## src/inc/ccir_pkg.sv

```systemverilog
// constants, field layout and carrier types for the card config index registers
// assumes a synchronous host i/o strobe interface on the block clock
// Operation
// (RULE_01) card mode: shared pin two is a card input; chip select mode: drives ide high enable.
// (RULE_02) card mode: shared pin one is a card input; chip select mode: drives ide low enable.
// (RULE_03) host writes an 8-bit index; the next data access uses it as address.
// (RULE_04) each data port reaches the register its paired index selects.
// (RULE_05) first index port at e8, first data port at ea.
// (RULE_06) second index port at ec, second data port at ed.
// (RULE_07) index ports and first data port are write only; second data port reads too.
// (RULE_08) keyboard buffer answers at 0060, keyboard status/command at 0064.
// (RULE_09) clock address port answers at 0070, clock data port at 0071.
// (RULE_10) four page match registers sit at first-pair indexes 30, 32, 34, 36.
// (RULE_11) page match holds 6 bits compared to address 19..14; bits 7..6 read 1 (code stores 6 bits only and has no page match read path).
// (RULE_12) card status register sits at second-pair index 1a.
// (RULE_13) status bit 0 gives the busy pin level taken at the read.
// (RULE_14) status bit 1 low only when both debounced card detects are low.
// (RULE_15) status bit 2 gives the write protect pin taken at the read.
// (RULE_16) status bit 3 drives the attribute select pin continuously.
// (RULE_17) status bit 4 set makes every card access a byte access on enable one.
// (RULE_18) status bits 5 and 6 give battery detects one and two at the read.
// (RULE_19) status bit 7 is reserved and always reads 1.
// (RULE_20) card detect b level at reset release picks card or chip select mode.
// (RULE_21) card detects must hold steady a fixed cycle count before the filter updates.
// (RULE_22) index ports keep their value until rewritten or reset.
package ccir_pkg;
  localparam logic [15:0] KBD_IO_BUF_ADDR = 16'h0060;
  localparam logic [15:0] KBD_STAT_CMD_ADDR = 16'h0064;
  localparam logic [15:0] CLK_ADDR_PORT_ADDR = 16'h0070;
  localparam logic [15:0] CLK_DATA_PORT_ADDR = 16'h0071;
  localparam logic [15:0] FIRST_INDEX_ADDR = 16'h00e8;
  localparam logic [15:0] FIRST_DATA_ADDR = 16'h00ea;
  localparam logic [15:0] SECOND_INDEX_ADDR = 16'h00ec;
  localparam logic [15:0] SECOND_DATA_ADDR = 16'h00ed;
  localparam logic [7:0] IDX_STATUS = 8'h1a;
  localparam logic [7:0] IDX_CARD_PAGE_0_MATCH = 8'h30;
  localparam logic [7:0] IDX_CARD_PAGE_1_MATCH = 8'h32;
  localparam logic [7:0] IDX_CARD_PAGE_2_MATCH = 8'h34;
  localparam logic [7:0] IDX_CARD_PAGE_3_MATCH = 8'h36;
  localparam int STAT_BUSY = 0;
  localparam int STAT_PRESENT = 1;
  localparam int STAT_WP = 2;
  localparam int STAT_ATTR = 3;
  localparam int STAT_BYTE = 4;
  localparam int STAT_BATTERY_DETECT_ONE = 5;
  localparam int STAT_BATTERY_DETECT_TWO = 6;
  localparam int STAT_RSVD = 7;
  localparam int PAGE_BITS = 6;
  localparam logic [1:0] PAGE_FIXED = 2'h3;
  localparam logic [7:0] INDEX_RESET = 8'h00;
  localparam logic [PAGE_BITS-1:0] PAGE_RESET = 6'h00;
  localparam logic ATTR_RESET = 1'b0;
  localparam logic BYTE_RESET = 1'b0;
  localparam logic [7:0] UNMAPPED_READ = 8'hff;
  localparam logic [7:0] RDATA_RESET = 8'h00;
  localparam int DEBOUNCE_CYCLES = 16;

  typedef struct packed {
    logic [15:0] addr;
    logic wr;
    logic rd;
    logic [7:0] wdata;
  } ccir_io_req_t;

  typedef struct packed {
    logic [7:0] rdata;
    logic valid;
  } ccir_io_rsp_t;

  typedef enum {MODE_WAIT, MODE_CARD, MODE_CHIPSEL} ccir_mode_t;
endpackage

```

## src/hdl/ccir_top.sv

```systemverilog
// card config index registers: index/data ports, page match, card status, shared pins
// assumes host i/o strobes are synchronous one-cycle pulses on clk
`timescale 1ns/1ps
module ccir_top
  import ccir_pkg::*;
#(
  parameter int DEB_CYCLES = DEBOUNCE_CYCLES
) (
  // clock and reset
  input wire logic clk,
  input wire logic rst,
  // host i/o bus
  input ccir_io_req_t io_req,
  output ccir_io_rsp_t io_rsp,
  // fixed port decodes
  output logic kbd_buf_sel,
  output logic kbd_cmd_sel,
  output logic clk_addr_sel,
  output logic clk_data_sel,
  // card inputs
  input wire logic card_busy_status_n,
  input wire logic card_write_protect,
  input wire logic card_detect_a_n,
  input wire logic card_detect_b_n,
  // shared battery detect / ide enable pins
  input wire logic batt_detect_a_or_ide_lo_en_in,
  output logic batt_detect_a_or_ide_lo_en_out,
  output logic batt_detect_a_or_ide_lo_en_oe_n,
  input wire logic batt_detect_b_or_ide_hi_en_in,
  output logic batt_detect_b_or_ide_hi_en_out,
  output logic batt_detect_b_or_ide_hi_en_oe_n,
  // ide byte requests from chip select decode
  input wire logic ide_lo_req,
  input wire logic ide_hi_req,
  // memory cycle
  input wire logic mem_cycle,
  input wire logic [19:14] sys_addr,
  input wire logic sys_a0,
  input wire logic sys_bhe_n,
  // card control outputs
  output logic [3:0] page_hit,
  output logic card_enable_one_n,
  output logic card_enable_two_n,
  output logic card_attr_select,
  output logic card_mode
);
  localparam int CW = $clog2(DEB_CYCLES + 1);

  // ---- mode capture at reset release
  ccir_mode_t mode;
  ccir_mode_t next_mode;

  always_comb begin
    next_mode = mode;
    case (mode)
      MODE_WAIT: begin
        // see RULE_20
        next_mode = card_detect_b_n ? MODE_CHIPSEL : MODE_CARD;
      end
      MODE_CARD: next_mode = MODE_CARD;
      MODE_CHIPSEL: next_mode = MODE_CHIPSEL;
      default: next_mode = MODE_WAIT;
    endcase
  end

  always_ff @(posedge clk or posedge rst) begin
    if (rst) begin
      mode <= MODE_WAIT;
    end else begin
      mode <= next_mode;
    end
  end

  logic chipsel_mode;
  assign chipsel_mode = (mode == MODE_CHIPSEL);
  assign card_mode = (mode == MODE_CARD);

  // ---- address decode
  logic acc;
  logic wr_idx1;
  logic wr_dat1;
  logic wr_idx2;
  logic wr_dat2;
  logic rd_dat2;

  assign acc = io_req.wr | io_req.rd;
  // see RULE_08
  assign kbd_buf_sel = acc && (io_req.addr == KBD_IO_BUF_ADDR);
  assign kbd_cmd_sel = acc && (io_req.addr == KBD_STAT_CMD_ADDR);
  // see RULE_09
  assign clk_addr_sel = acc && (io_req.addr == CLK_ADDR_PORT_ADDR);
  assign clk_data_sel = acc && (io_req.addr == CLK_DATA_PORT_ADDR);
  // see RULE_05
  assign wr_idx1 = io_req.wr && (io_req.addr == FIRST_INDEX_ADDR);
  assign wr_dat1 = io_req.wr && (io_req.addr == FIRST_DATA_ADDR);
  // see RULE_06
  assign wr_idx2 = io_req.wr && (io_req.addr == SECOND_INDEX_ADDR);
  assign wr_dat2 = io_req.wr && (io_req.addr == SECOND_DATA_ADDR);
  // see RULE_07
  assign rd_dat2 = io_req.rd && (io_req.addr == SECOND_DATA_ADDR);

  // ---- index ports
  logic [7:0] idx1;
  logic [7:0] idx2;
  logic [7:0] next_idx1;
  logic [7:0] next_idx2;

  always_comb begin
    // see RULE_03 see RULE_22
    next_idx1 = wr_idx1 ? io_req.wdata : idx1;
    next_idx2 = wr_idx2 ? io_req.wdata : idx2;
  end

  always_ff @(posedge clk or posedge rst) begin
    if (rst) begin
      idx1 <= INDEX_RESET;
      idx2 <= INDEX_RESET;
    end else begin
      idx1 <= next_idx1;
      idx2 <= next_idx2;
    end
  end

  // ---- page match registers
  logic [PAGE_BITS-1:0] page [4];
  logic [PAGE_BITS-1:0] next_page [4];
  logic [7:0] page_idx [4];

  assign page_idx[0] = IDX_CARD_PAGE_0_MATCH;
  assign page_idx[1] = IDX_CARD_PAGE_1_MATCH;
  assign page_idx[2] = IDX_CARD_PAGE_2_MATCH;
  assign page_idx[3] = IDX_CARD_PAGE_3_MATCH;

  always_comb begin
    for (int i = 0; i < 4; i++) begin
      next_page[i] = page[i];
      // see RULE_04 see RULE_10 see RULE_11
      if (wr_dat1 && idx1 == page_idx[i]) begin
        next_page[i] = io_req.wdata[PAGE_BITS-1:0];
      end
    end
  end

  always_ff @(posedge clk or posedge rst) begin
    if (rst) begin
      for (int i = 0; i < 4; i++) begin
        page[i] <= PAGE_RESET;
      end
    end else begin
      for (int i = 0; i < 4; i++) begin
        page[i] <= next_page[i];
      end
    end
  end

  // ---- card status control bits
  logic attr_bit;
  logic byte_bit;
  logic next_attr_bit;
  logic next_byte_bit;

  always_comb begin
    next_attr_bit = attr_bit;
    next_byte_bit = byte_bit;
    // see RULE_04 see RULE_12
    if (wr_dat2 && idx2 == IDX_STATUS) begin
      next_attr_bit = io_req.wdata[STAT_ATTR];
      next_byte_bit = io_req.wdata[STAT_BYTE];
    end
  end

  always_ff @(posedge clk or posedge rst) begin
    if (rst) begin
      attr_bit <= ATTR_RESET;
      byte_bit <= BYTE_RESET;
    end else begin
      attr_bit <= next_attr_bit;
      byte_bit <= next_byte_bit;
    end
  end

  // see RULE_16
  assign card_attr_select = attr_bit;

  // ---- card detect debounce
  logic deb_q [2];
  logic [CW-1:0] deb_cnt [2];
  logic det_in [2];

  assign det_in[0] = card_detect_a_n;
  assign det_in[1] = card_detect_b_n;

  for (genvar g = 0; g < 2; g++) begin : g_deb
    logic next_q;
    logic [CW-1:0] next_cnt;

    always_comb begin
      next_q = deb_q[g];
      next_cnt = '0;
      // see RULE_21
      if (det_in[g] != deb_q[g]) begin
        if (deb_cnt[g] == CW'(DEB_CYCLES - 1)) begin
          next_q = det_in[g];
        end else begin
          next_cnt = deb_cnt[g] + CW'(1);
        end
      end
    end

    always_ff @(posedge clk or posedge rst) begin
      if (rst) begin
        deb_q[g] <= 1'b1;
        deb_cnt[g] <= '0;
      end else begin
        deb_q[g] <= next_q;
        deb_cnt[g] <= next_cnt;
      end
    end
  end

  logic present_n;
  // see RULE_14
  assign present_n = !(!deb_q[0] && !deb_q[1]);

  // ---- status read and host response
  logic [7:0] status_val;
  logic [7:0] rd_val;
  ccir_io_rsp_t next_rsp;

  always_comb begin
    status_val = 8'h00;
    status_val[STAT_BUSY] = card_busy_status_n; // see RULE_13
    status_val[STAT_PRESENT] = present_n;
    status_val[STAT_WP] = card_write_protect; // see RULE_15
    status_val[STAT_ATTR] = attr_bit;
    status_val[STAT_BYTE] = byte_bit;
    status_val[STAT_BATTERY_DETECT_ONE] = batt_detect_a_or_ide_lo_en_in; // see RULE_18
    status_val[STAT_BATTERY_DETECT_TWO] = batt_detect_b_or_ide_hi_en_in;
    status_val[STAT_RSVD] = 1'b1; // see RULE_19
    rd_val = (idx2 == IDX_STATUS) ? status_val : UNMAPPED_READ;
    next_rsp.valid = rd_dat2;
    next_rsp.rdata = rd_dat2 ? rd_val : io_rsp.rdata;
  end

  always_ff @(posedge clk or posedge rst) begin
    if (rst) begin
      io_rsp <= '{rdata: RDATA_RESET, valid: 1'b0};
    end else begin
      io_rsp <= next_rsp;
    end
  end

  // ---- memory card access and shared pins
  logic [3:0] next_hit;
  logic next_ce1_n;
  logic next_ce2_n;
  logic next_lo_en;
  logic next_hi_en;

  always_comb begin
    for (int i = 0; i < 4; i++) begin
      // see RULE_11
      next_hit[i] = mem_cycle && card_mode && (sys_addr == page[i]);
    end
    next_ce1_n = 1'b1;
    next_ce2_n = 1'b1;
    if (|next_hit) begin
      // see RULE_17
      if (byte_bit) begin
        next_ce1_n = 1'b0;
      end else begin
        next_ce1_n = sys_a0;
        next_ce2_n = sys_bhe_n;
      end
    end
    next_lo_en = chipsel_mode && ide_lo_req;
    next_hi_en = chipsel_mode && ide_hi_req;
  end

  always_ff @(posedge clk or posedge rst) begin
    if (rst) begin
      page_hit <= 4'h0;
      card_enable_one_n <= 1'b1;
      card_enable_two_n <= 1'b1;
      batt_detect_a_or_ide_lo_en_out <= 1'b0;
      batt_detect_b_or_ide_hi_en_out <= 1'b1;
    end else begin
      page_hit <= next_hit;
      card_enable_one_n <= next_ce1_n;
      card_enable_two_n <= next_ce2_n;
      batt_detect_a_or_ide_lo_en_out <= next_lo_en; // see RULE_02
      batt_detect_b_or_ide_hi_en_out <= !next_hi_en; // see RULE_01
    end
  end

  // see RULE_01 see RULE_02
  assign batt_detect_a_or_ide_lo_en_oe_n = !chipsel_mode;
  assign batt_detect_b_or_ide_hi_en_oe_n = !chipsel_mode;
endmodule

```

## config.mk

```make
export PLATFORM = sky130hd
export DESIGN_NAME = ccir_top
export DESIGN_NICKNAME = d
export VERILOG_FILES = /design/src/inc/ccir_pkg.sv /design/src/hdl/ccir_top.sv
export SDC_FILE = /design/constraint.sdc
export NUM_CORES = 1
export LEC_CHECK = 0
export ABC_AREA = 1
export BUFFER_PORTS_ARGS = -buffer_cell sky130_fd_sc_hd__buf_2
export CELL_PAD_IN_SITES_DETAIL_PLACEMENT = 2
export CELL_PAD_IN_SITES_GLOBAL_PLACEMENT = 2
export CORE_ASPECT_RATIO = 1.25
export CORE_MARGIN = 4
export CORE_UTILIZATION = 29
export DETAILED_ROUTE_END_ITERATION = 10
export GPL_ROUTABILITY_DRIVEN = 0
export PLACE_DENSITY_LB_ADDON = 0.1
export SLEW_MARGIN = 20
export SYNTH_ARGS = -nofsm -noshare
export SYNTH_HDL_FRONTEND = slang
export SYNTH_SLANG_ARGS = --single-unit
```

## constraint.sdc

```tcl
create_clock -name clk -period 1.8 [get_ports clk]
set_input_delay 0 -clock clk [delete_from_list [all_inputs] [get_ports clk]]
set_output_delay 0 -clock clk [all_outputs]
set_load 0.01 [all_outputs]
```

==> summary.txt, run 1 <==
Layout
  • Inserted Diodes: 0
  • FILL cells: 1469
  • Commonest non-fill, non-tap cell in the layout: nand2_1
  • Post-route cell area: 0.004716 sq mm
  • Final #Nets: a little under 600
  • Area of the multi-input gates: 0.001538 sq mm
  • Final non-filler cell total: 717
  • Sequential cell area: 0.001833 sq mm
  • Most frequent cells in the layout: 162 x nand2_1, 69 x buf_2, 68 x dfrtp_1
  • Layout cell share with drive strength beyond 1: 0.2333
  • P&R area growth vs syn: 29.12%

Synth
  • #FFs+latches synth: 73
  • Synth warnings: 0
  • Number of synthesized flops with an enable pin: 0
  • Distinct cells, synth: 31
  • Syn avg cell area: 8.062 sq um
  • Ys flop type: dfrtp_1
  • Register area share after synthesis: 0.5019
  • Syn Inst Count: 453
  • Post-Syn Area: roughly 0.0037 sq mm
  • Asr flop ratio synth: 1.000
  • Synth Net Count: 500

Min path
  • Hold path endpoint: page[15]
  • Worst min-delay path class: in -> reg
  • Min-Delay Path Depth: 3
  • Min-delay src: io_req[3]

Flow run
  • Number of max-cap violations: 0

Clock network
  • Worst-path clk slew: 60 ps
  • Clk Latency, worst-skew pair: 330 ps
  • Number of buffers created by CTS: 9
  • Post-CTS Hold Buffers: 16
  • Post-CTS setup buffers: 0
  • Root buf cell: clkbuf_16
  • Clock Sinks: 73
  • CTS tree: built
  • H-Tree Depth: 3
  • Post-cts sizing count: 0
  • Max Root-Sink Buffers: 2

Drt
  • WL/cell: between 15 and 20 um
  • DRT iter0 DRCs: slightly above 50
  • Pre-antenna DRT Iters: 4
  • Vias: 3290
  • DRT antenna net count: 0
  • Via-to-Cell Ratio: 4.589
  • DRC: 0
  • Routed WL: 10860 um

Critical path
  • Endpoint class of the critical path: flip-flop
  • Critical Path Source Type: flip-flop
  • CP arrival: between 1500 and 2000 ps
  • Worst-path fanout max: 12
  • Critical Path RT: 2050 ps
  • Worst r2r path cells: 7
  • Reg2reg end: page[22]
  • Critical path type: reg -> reg
  • Reg2reg setup slack: ~330 ps
  • FF-to-FF Start: idx1[3]
  • Critical Path Source: idx1[3]

Place
  • Worst slack, placed: 335.6 ps
  • Cell Area, Placed: 0.004202 sq mm
  • Input/output buffers: 69
  • DP Cell Count: 685
  • Post-detail-place hpwl: 8246 um

Global route
  • Vias in the first global route: 3662
  • Total congestion overflow: 0
  • Initial antenna violation count: 0
  • First-pass GRT wire length: 18060 um
  • Pin count of the biggest net entering global routing: 28
  • GRT Overall Usage: 0.1624

Pwr
  • PwrDens: 905.2 mW/mm^2
  • Worst VDD drop: 0.3507 mV
  • Leakage: between 2 and 2.5 nW

Floorplanning
  • Core ar.: 0.01222 sq mm
  • Ports: 70
  • Die width: 108.4 um
  • Die footprint: 0.01446 sq mm
  • Die Ht: 133.5 um
  • FP Rows: 45
  • Initial Util: 0.2989

Timing
  • # setup viols final: 0
  • Final min period: 1468 ps
  • Worst clock skew: 5.132 ps
  • Sum Neg Setup Slack: 0 ps
  • Final critical-path share of the clock period: 0.8155
  • RSZ-0062 raised after global routing: no
  • Final WS setup: 332.1 ps
  • Relative slew slack: 0.6089
  • Peak Freq: slightly below 0.7 GHz
  • Actual slew at the worst max-slew pin: 585.4 ps
  • Max Slew Vio Count: 0
  • Final hold vios: 0

Outcome
  • Result of the run: completed
power breakdown:
part           internal, mW  switching [mW]
clock network          1.40           0.706
registers              1.70          0.0430
logic                 0.163           0.261
metrics by stage:
step           total power, mW  hold WS [ps]    util
6_report                 4.268         8.865  0.3860
3_5_place_dp             2.174         99.94  0.3439
4_1_cts                  4.345        0.7558  0.3860
3_3_place_gp             2.154         98.87  0.3439
5_1_grt                  4.466         21.92  0.3860
2_1_floorplan            1.974         72.00       -
cell families after synthesis:
logic type      count (synthesis)  share of synthesized area
xor+xnor                        8                    0.01919
simple gates                  267                     0.3220
flops                          73                     0.5019
buf+inv                        62                    0.07708
mux                             1                   0.003083
compound gates                 40                    0.06989
fa+ha+maj                       2                   0.006851
synthesized netlist by cell type, drive strengths merged, types with 2 or more instances:
library cell | n | area share
inv | 55 | 0.057
dfstp | 5 | 0.036
buf | 7 | 0.021
and3 | 2 | 0.0034
o21ai | 35 | 0.062
xnor2 | 6 | 0.014
nor2 | 55 | 0.068
nand3 | 29 | 0.043
xor2 | 2 | 0.0048
nand4 | 2 | 0.0034
nand2 | 165 | 0.17
nor3 | 10 | 0.018
ha | 2 | 0.0069
a21oi | 4 | 0.0055
dfrtp | 68 | 0.47
worst max path at each step:
stage	depth (start not counted)	slack, ps	end
floorplan	4	540	deb_q[1]
CTS	7	260	page[22]
global placement	6	410	io_rsp[2]
detailed placement	8	340	page[15]
global route	8	150	page[15]
finish	7	330	page[22]
per-layer routing:
layer	vias up	part of all wire	GRT usage
li1	1593	-	-
met1	1630	0.39	0.1845
met2	58	0.56	0.2984
met3	9	0.032	0.02908
met4	0	0.016	0.06035
met5	-	0	0
registers in the layout (all words and copies together) (netlist names), 2 cells and up:
signal	count
deb_q	2
mode	2
io_rsp	9
page_hit	4
idx2	8
idx1	8
deb_cnt	10
page	24
area by class of cell:
class / instances / area share
repair buffers: 91 / 0.1220
well taps: 164 / 0.04351
clock inverters: 6 / 0.02441
inverters: 55 / 0.04457
clock buffers: 10 / 0.05068
flip-flops and latches: 73 / 0.3887
multi-input cells: 318 / 0.3261
worst max-delay path, stage by stage, from the launching register on:
cell,delay [ps]
dfrtp_1,400
nor2_1,190
nand2_1,90
nor2_1,130
inv_1,90
nor2_4,300
nand2_1,100
o21ai_0,90
Note: power is estimated with default switching activity, not from simulation.
==> run 2, diff against run 1 <==
- CORE_UTILIZATION: 29 -> 32
- clock period: 1.8 -> 1.5 ns (I/O delays scaled with it)
==> run 2 against run 1 <==
Net effect:
- worst hold slack about the same
- wire length up 0.72%
- global-route usage up 1.1 points
- sequential power up 20%
- fmax up 2.8%
- sequential share of layout area up 0.052 points
- clock power down 7%
- cell count down 3.2%
- largest power group is now sequential cells
- highest routed layer unchanged
==> summary.txt, run 2 (synthesized netlist as in run 1, its figures left out) <==
Drt
  • DRC: 0
  • DRT antenna net count: 0
  • Via-to-Cell Ratio: 4.808
  • Vias: around 3.3k
  • Routed WL: between 10000 and 15000 um
  • DRT iter0 DRCs: 46
  • WL/cell: 15.76 um
  • Pre-antenna DRT Iters: 4

Clock network
  • Max Root-Sink Buffers: 2
  • Worst-path clk slew: 60 ps
  • H-Tree Depth: 3
  • Clock Sinks: 73
  • Clk Latency, worst-skew pair: 330 ps
  • Root buf cell: clkbuf_16
  • CTS tree: built
  • Number of buffers created by CTS: 9

Critical path
  • Worst r2r path cells: 9
  • Critical Path RT: about 1700 ps
  • CP arrival: 1670 ps
  • Critical Path Source Type: flip-flop
  • Critical path type: reg -> reg
  • Endpoint class of the critical path: flip-flop
  • Worst-path fanout max: 12

Global route
  • Total congestion overflow: 0
  • Pin count of the biggest net entering global routing: 30
  • GRT Overall Usage: 0.1736
  • Vias in the first global route: 3841
  • Initial antenna violation count: 0
  • First-pass GRT wire length: 18370 um

Layout
  • Final non-filler cell total: 694
  • P&R area growth vs syn: 28.95%
  • Most frequent cells in the layout: 161 x nand2_1, 69 x buf_2, 68 x dfrtp_1
  • Max reg flops: 24
  • Inserted Diodes: 0
  • Top reg by flops: page
  • Layout cell share with drive strength beyond 1: 0.2540
  • Final #Nets: 601
  • Largest regs: page (24), deb_cnt (10), io_rsp (9)
  • Post-route cell area: 0.004710 sq mm
  • Commonest non-fill, non-tap cell in the layout: nand2_1

Timing
  • Relative slew slack: 0.6447
  • Final critical-path share of the clock period: 0.9523
  • # setup viols final: 0
  • Final min period: 1428 ps
  • Final hold vios: 0
  • Worst clock skew: 8.166 ps
  • Actual slew at the worst max-slew pin: roughly 530 ps
  • Max Slew Vio Count: 0
  • Peak Freq: roughly 0.7 GHz

Floorplanning
  • Die footprint: 0.01320 sq mm
  • Core ar.: 0.01114 sq mm
  • Die Ht: approximately 130 um
  • Initial Util: 0.3279
  • Ports: 70
  • Die width: around 100 um
  • FP Rows: 43

Min path
  • Min-Delay Path Depth: 3
  • Worst min-delay path class: in -> reg

Outcome
  • Result of the run: completed

Place
  • Post-detail-place hpwl: 8074 um
  • Input/output buffers: 69
  • DP Cell Count: 657
  • Cell Area, Placed: about 0.0042 sq mm

Flow run
  • Number of max-cap violations: 0

Pwr
  • PwrDens: 967.7 mW/mm^2
  • Worst VDD drop: 0.4148 mV
  • Leakage: 2.444 nW
[run 2: cell count changes in the layout (fill, tap and decap cells not counted), moves of 2 or more]
cell,previous run,this run
nor2_1,48,44
nor2_2,2,6
bufinv_16,3,0
clkbuf_1,0,2
clkinv_4,2,0
clkinv_2,0,2
buf_4,4,6
nand3_2,0,3
clkinvlp_4,2,4
buf_12,2,5
nand3_1,28,25
[run 2: power by group]
| part | switching [mW] | internal [mW] | total [mW] | leakage, nW |
|---|---|---|---|---|
| clock network | 0.844 | 1.11 | 1.96 | 0.122 |
| registers | 0.0494 | 2.04 | 2.09 | 0.884 |
| logic | 0.312 | 0.198 | 0.510 | 1.44 |
[run 2: what timing repair did]
action / 4_1_cts / 5_1_grt
hold endpoints to repair: 39 / 0
setup buffers: 1 / 3
setup endpoints to repair: 5 / 29
resized for setup: 1 / 9
gates cloned: 0 / 1
hold buffers: 16 / 0
pin swaps: 1 / 3
[run 2: per-layer routing]
metal,GRT usage,share of wire,up-vias
li1,-,-,1603
met1,0.1896,0.40,1671
met2,0.3394,0.56,54
met3,0.03436,0.030,9
met4,0.04930,0.011,0
met5,0,0,-
[run 2: layout make-up]
type	count	area (sq um)
clock inverter	5	32.53
inverter	55	210.2
sequential	73	1833
timing repair buffer	96	650.6
clock buffer	11	232.7
multi-input combinational	319	1582
tap	135	168.9
fill	1284	6427
[run 2: worst max-delay path, stage by stage, from the launching register on]
cell and delay (ps):
dfrtp_1 380, inv_1 60, nor2_1 140, nand2_1 110
nor2_1 150, inv_1 90, nor2_4 100, buf_12 150
nand2_1 70, o21ai_0 90
[run 2: final timing paths]
kind / start / to / slack (ps)
setup / recovery: idx1[1] / page[5] / 70
setup reg to reg: idx1[1] / page[5] / 70
max in group asynchronous: rst / card_enable_one_n / 640
min in group asynchronous: rst / deb_cnt[9] / 270
hold reg to reg: deb_cnt[5] / deb_cnt[5] / 460
hold / removal: io_req[2] / page[14] / 9
[run 2: through the flow]
step | TNS (ps) | hold slack, ps | worst slack (ps) | power [mW] | util
after floorplan | 0 | 72.00 | 241.4 | 2.369 | -
after detailed placement | -29.98 | 81.73 | -29.98 | 2.608 | 0.3747
after global placement | 0 | 77.50 | 14.83 | 2.583 | 0.3747
after CTS | 0 | 3.146 | 14.52 | 4.630 | 0.4149
after global routing | -3.481 | 9.007 | -2.283 | 4.776 | 0.4229
final | 0 | 9.086 | 71.55 | 4.558 | 0.4229
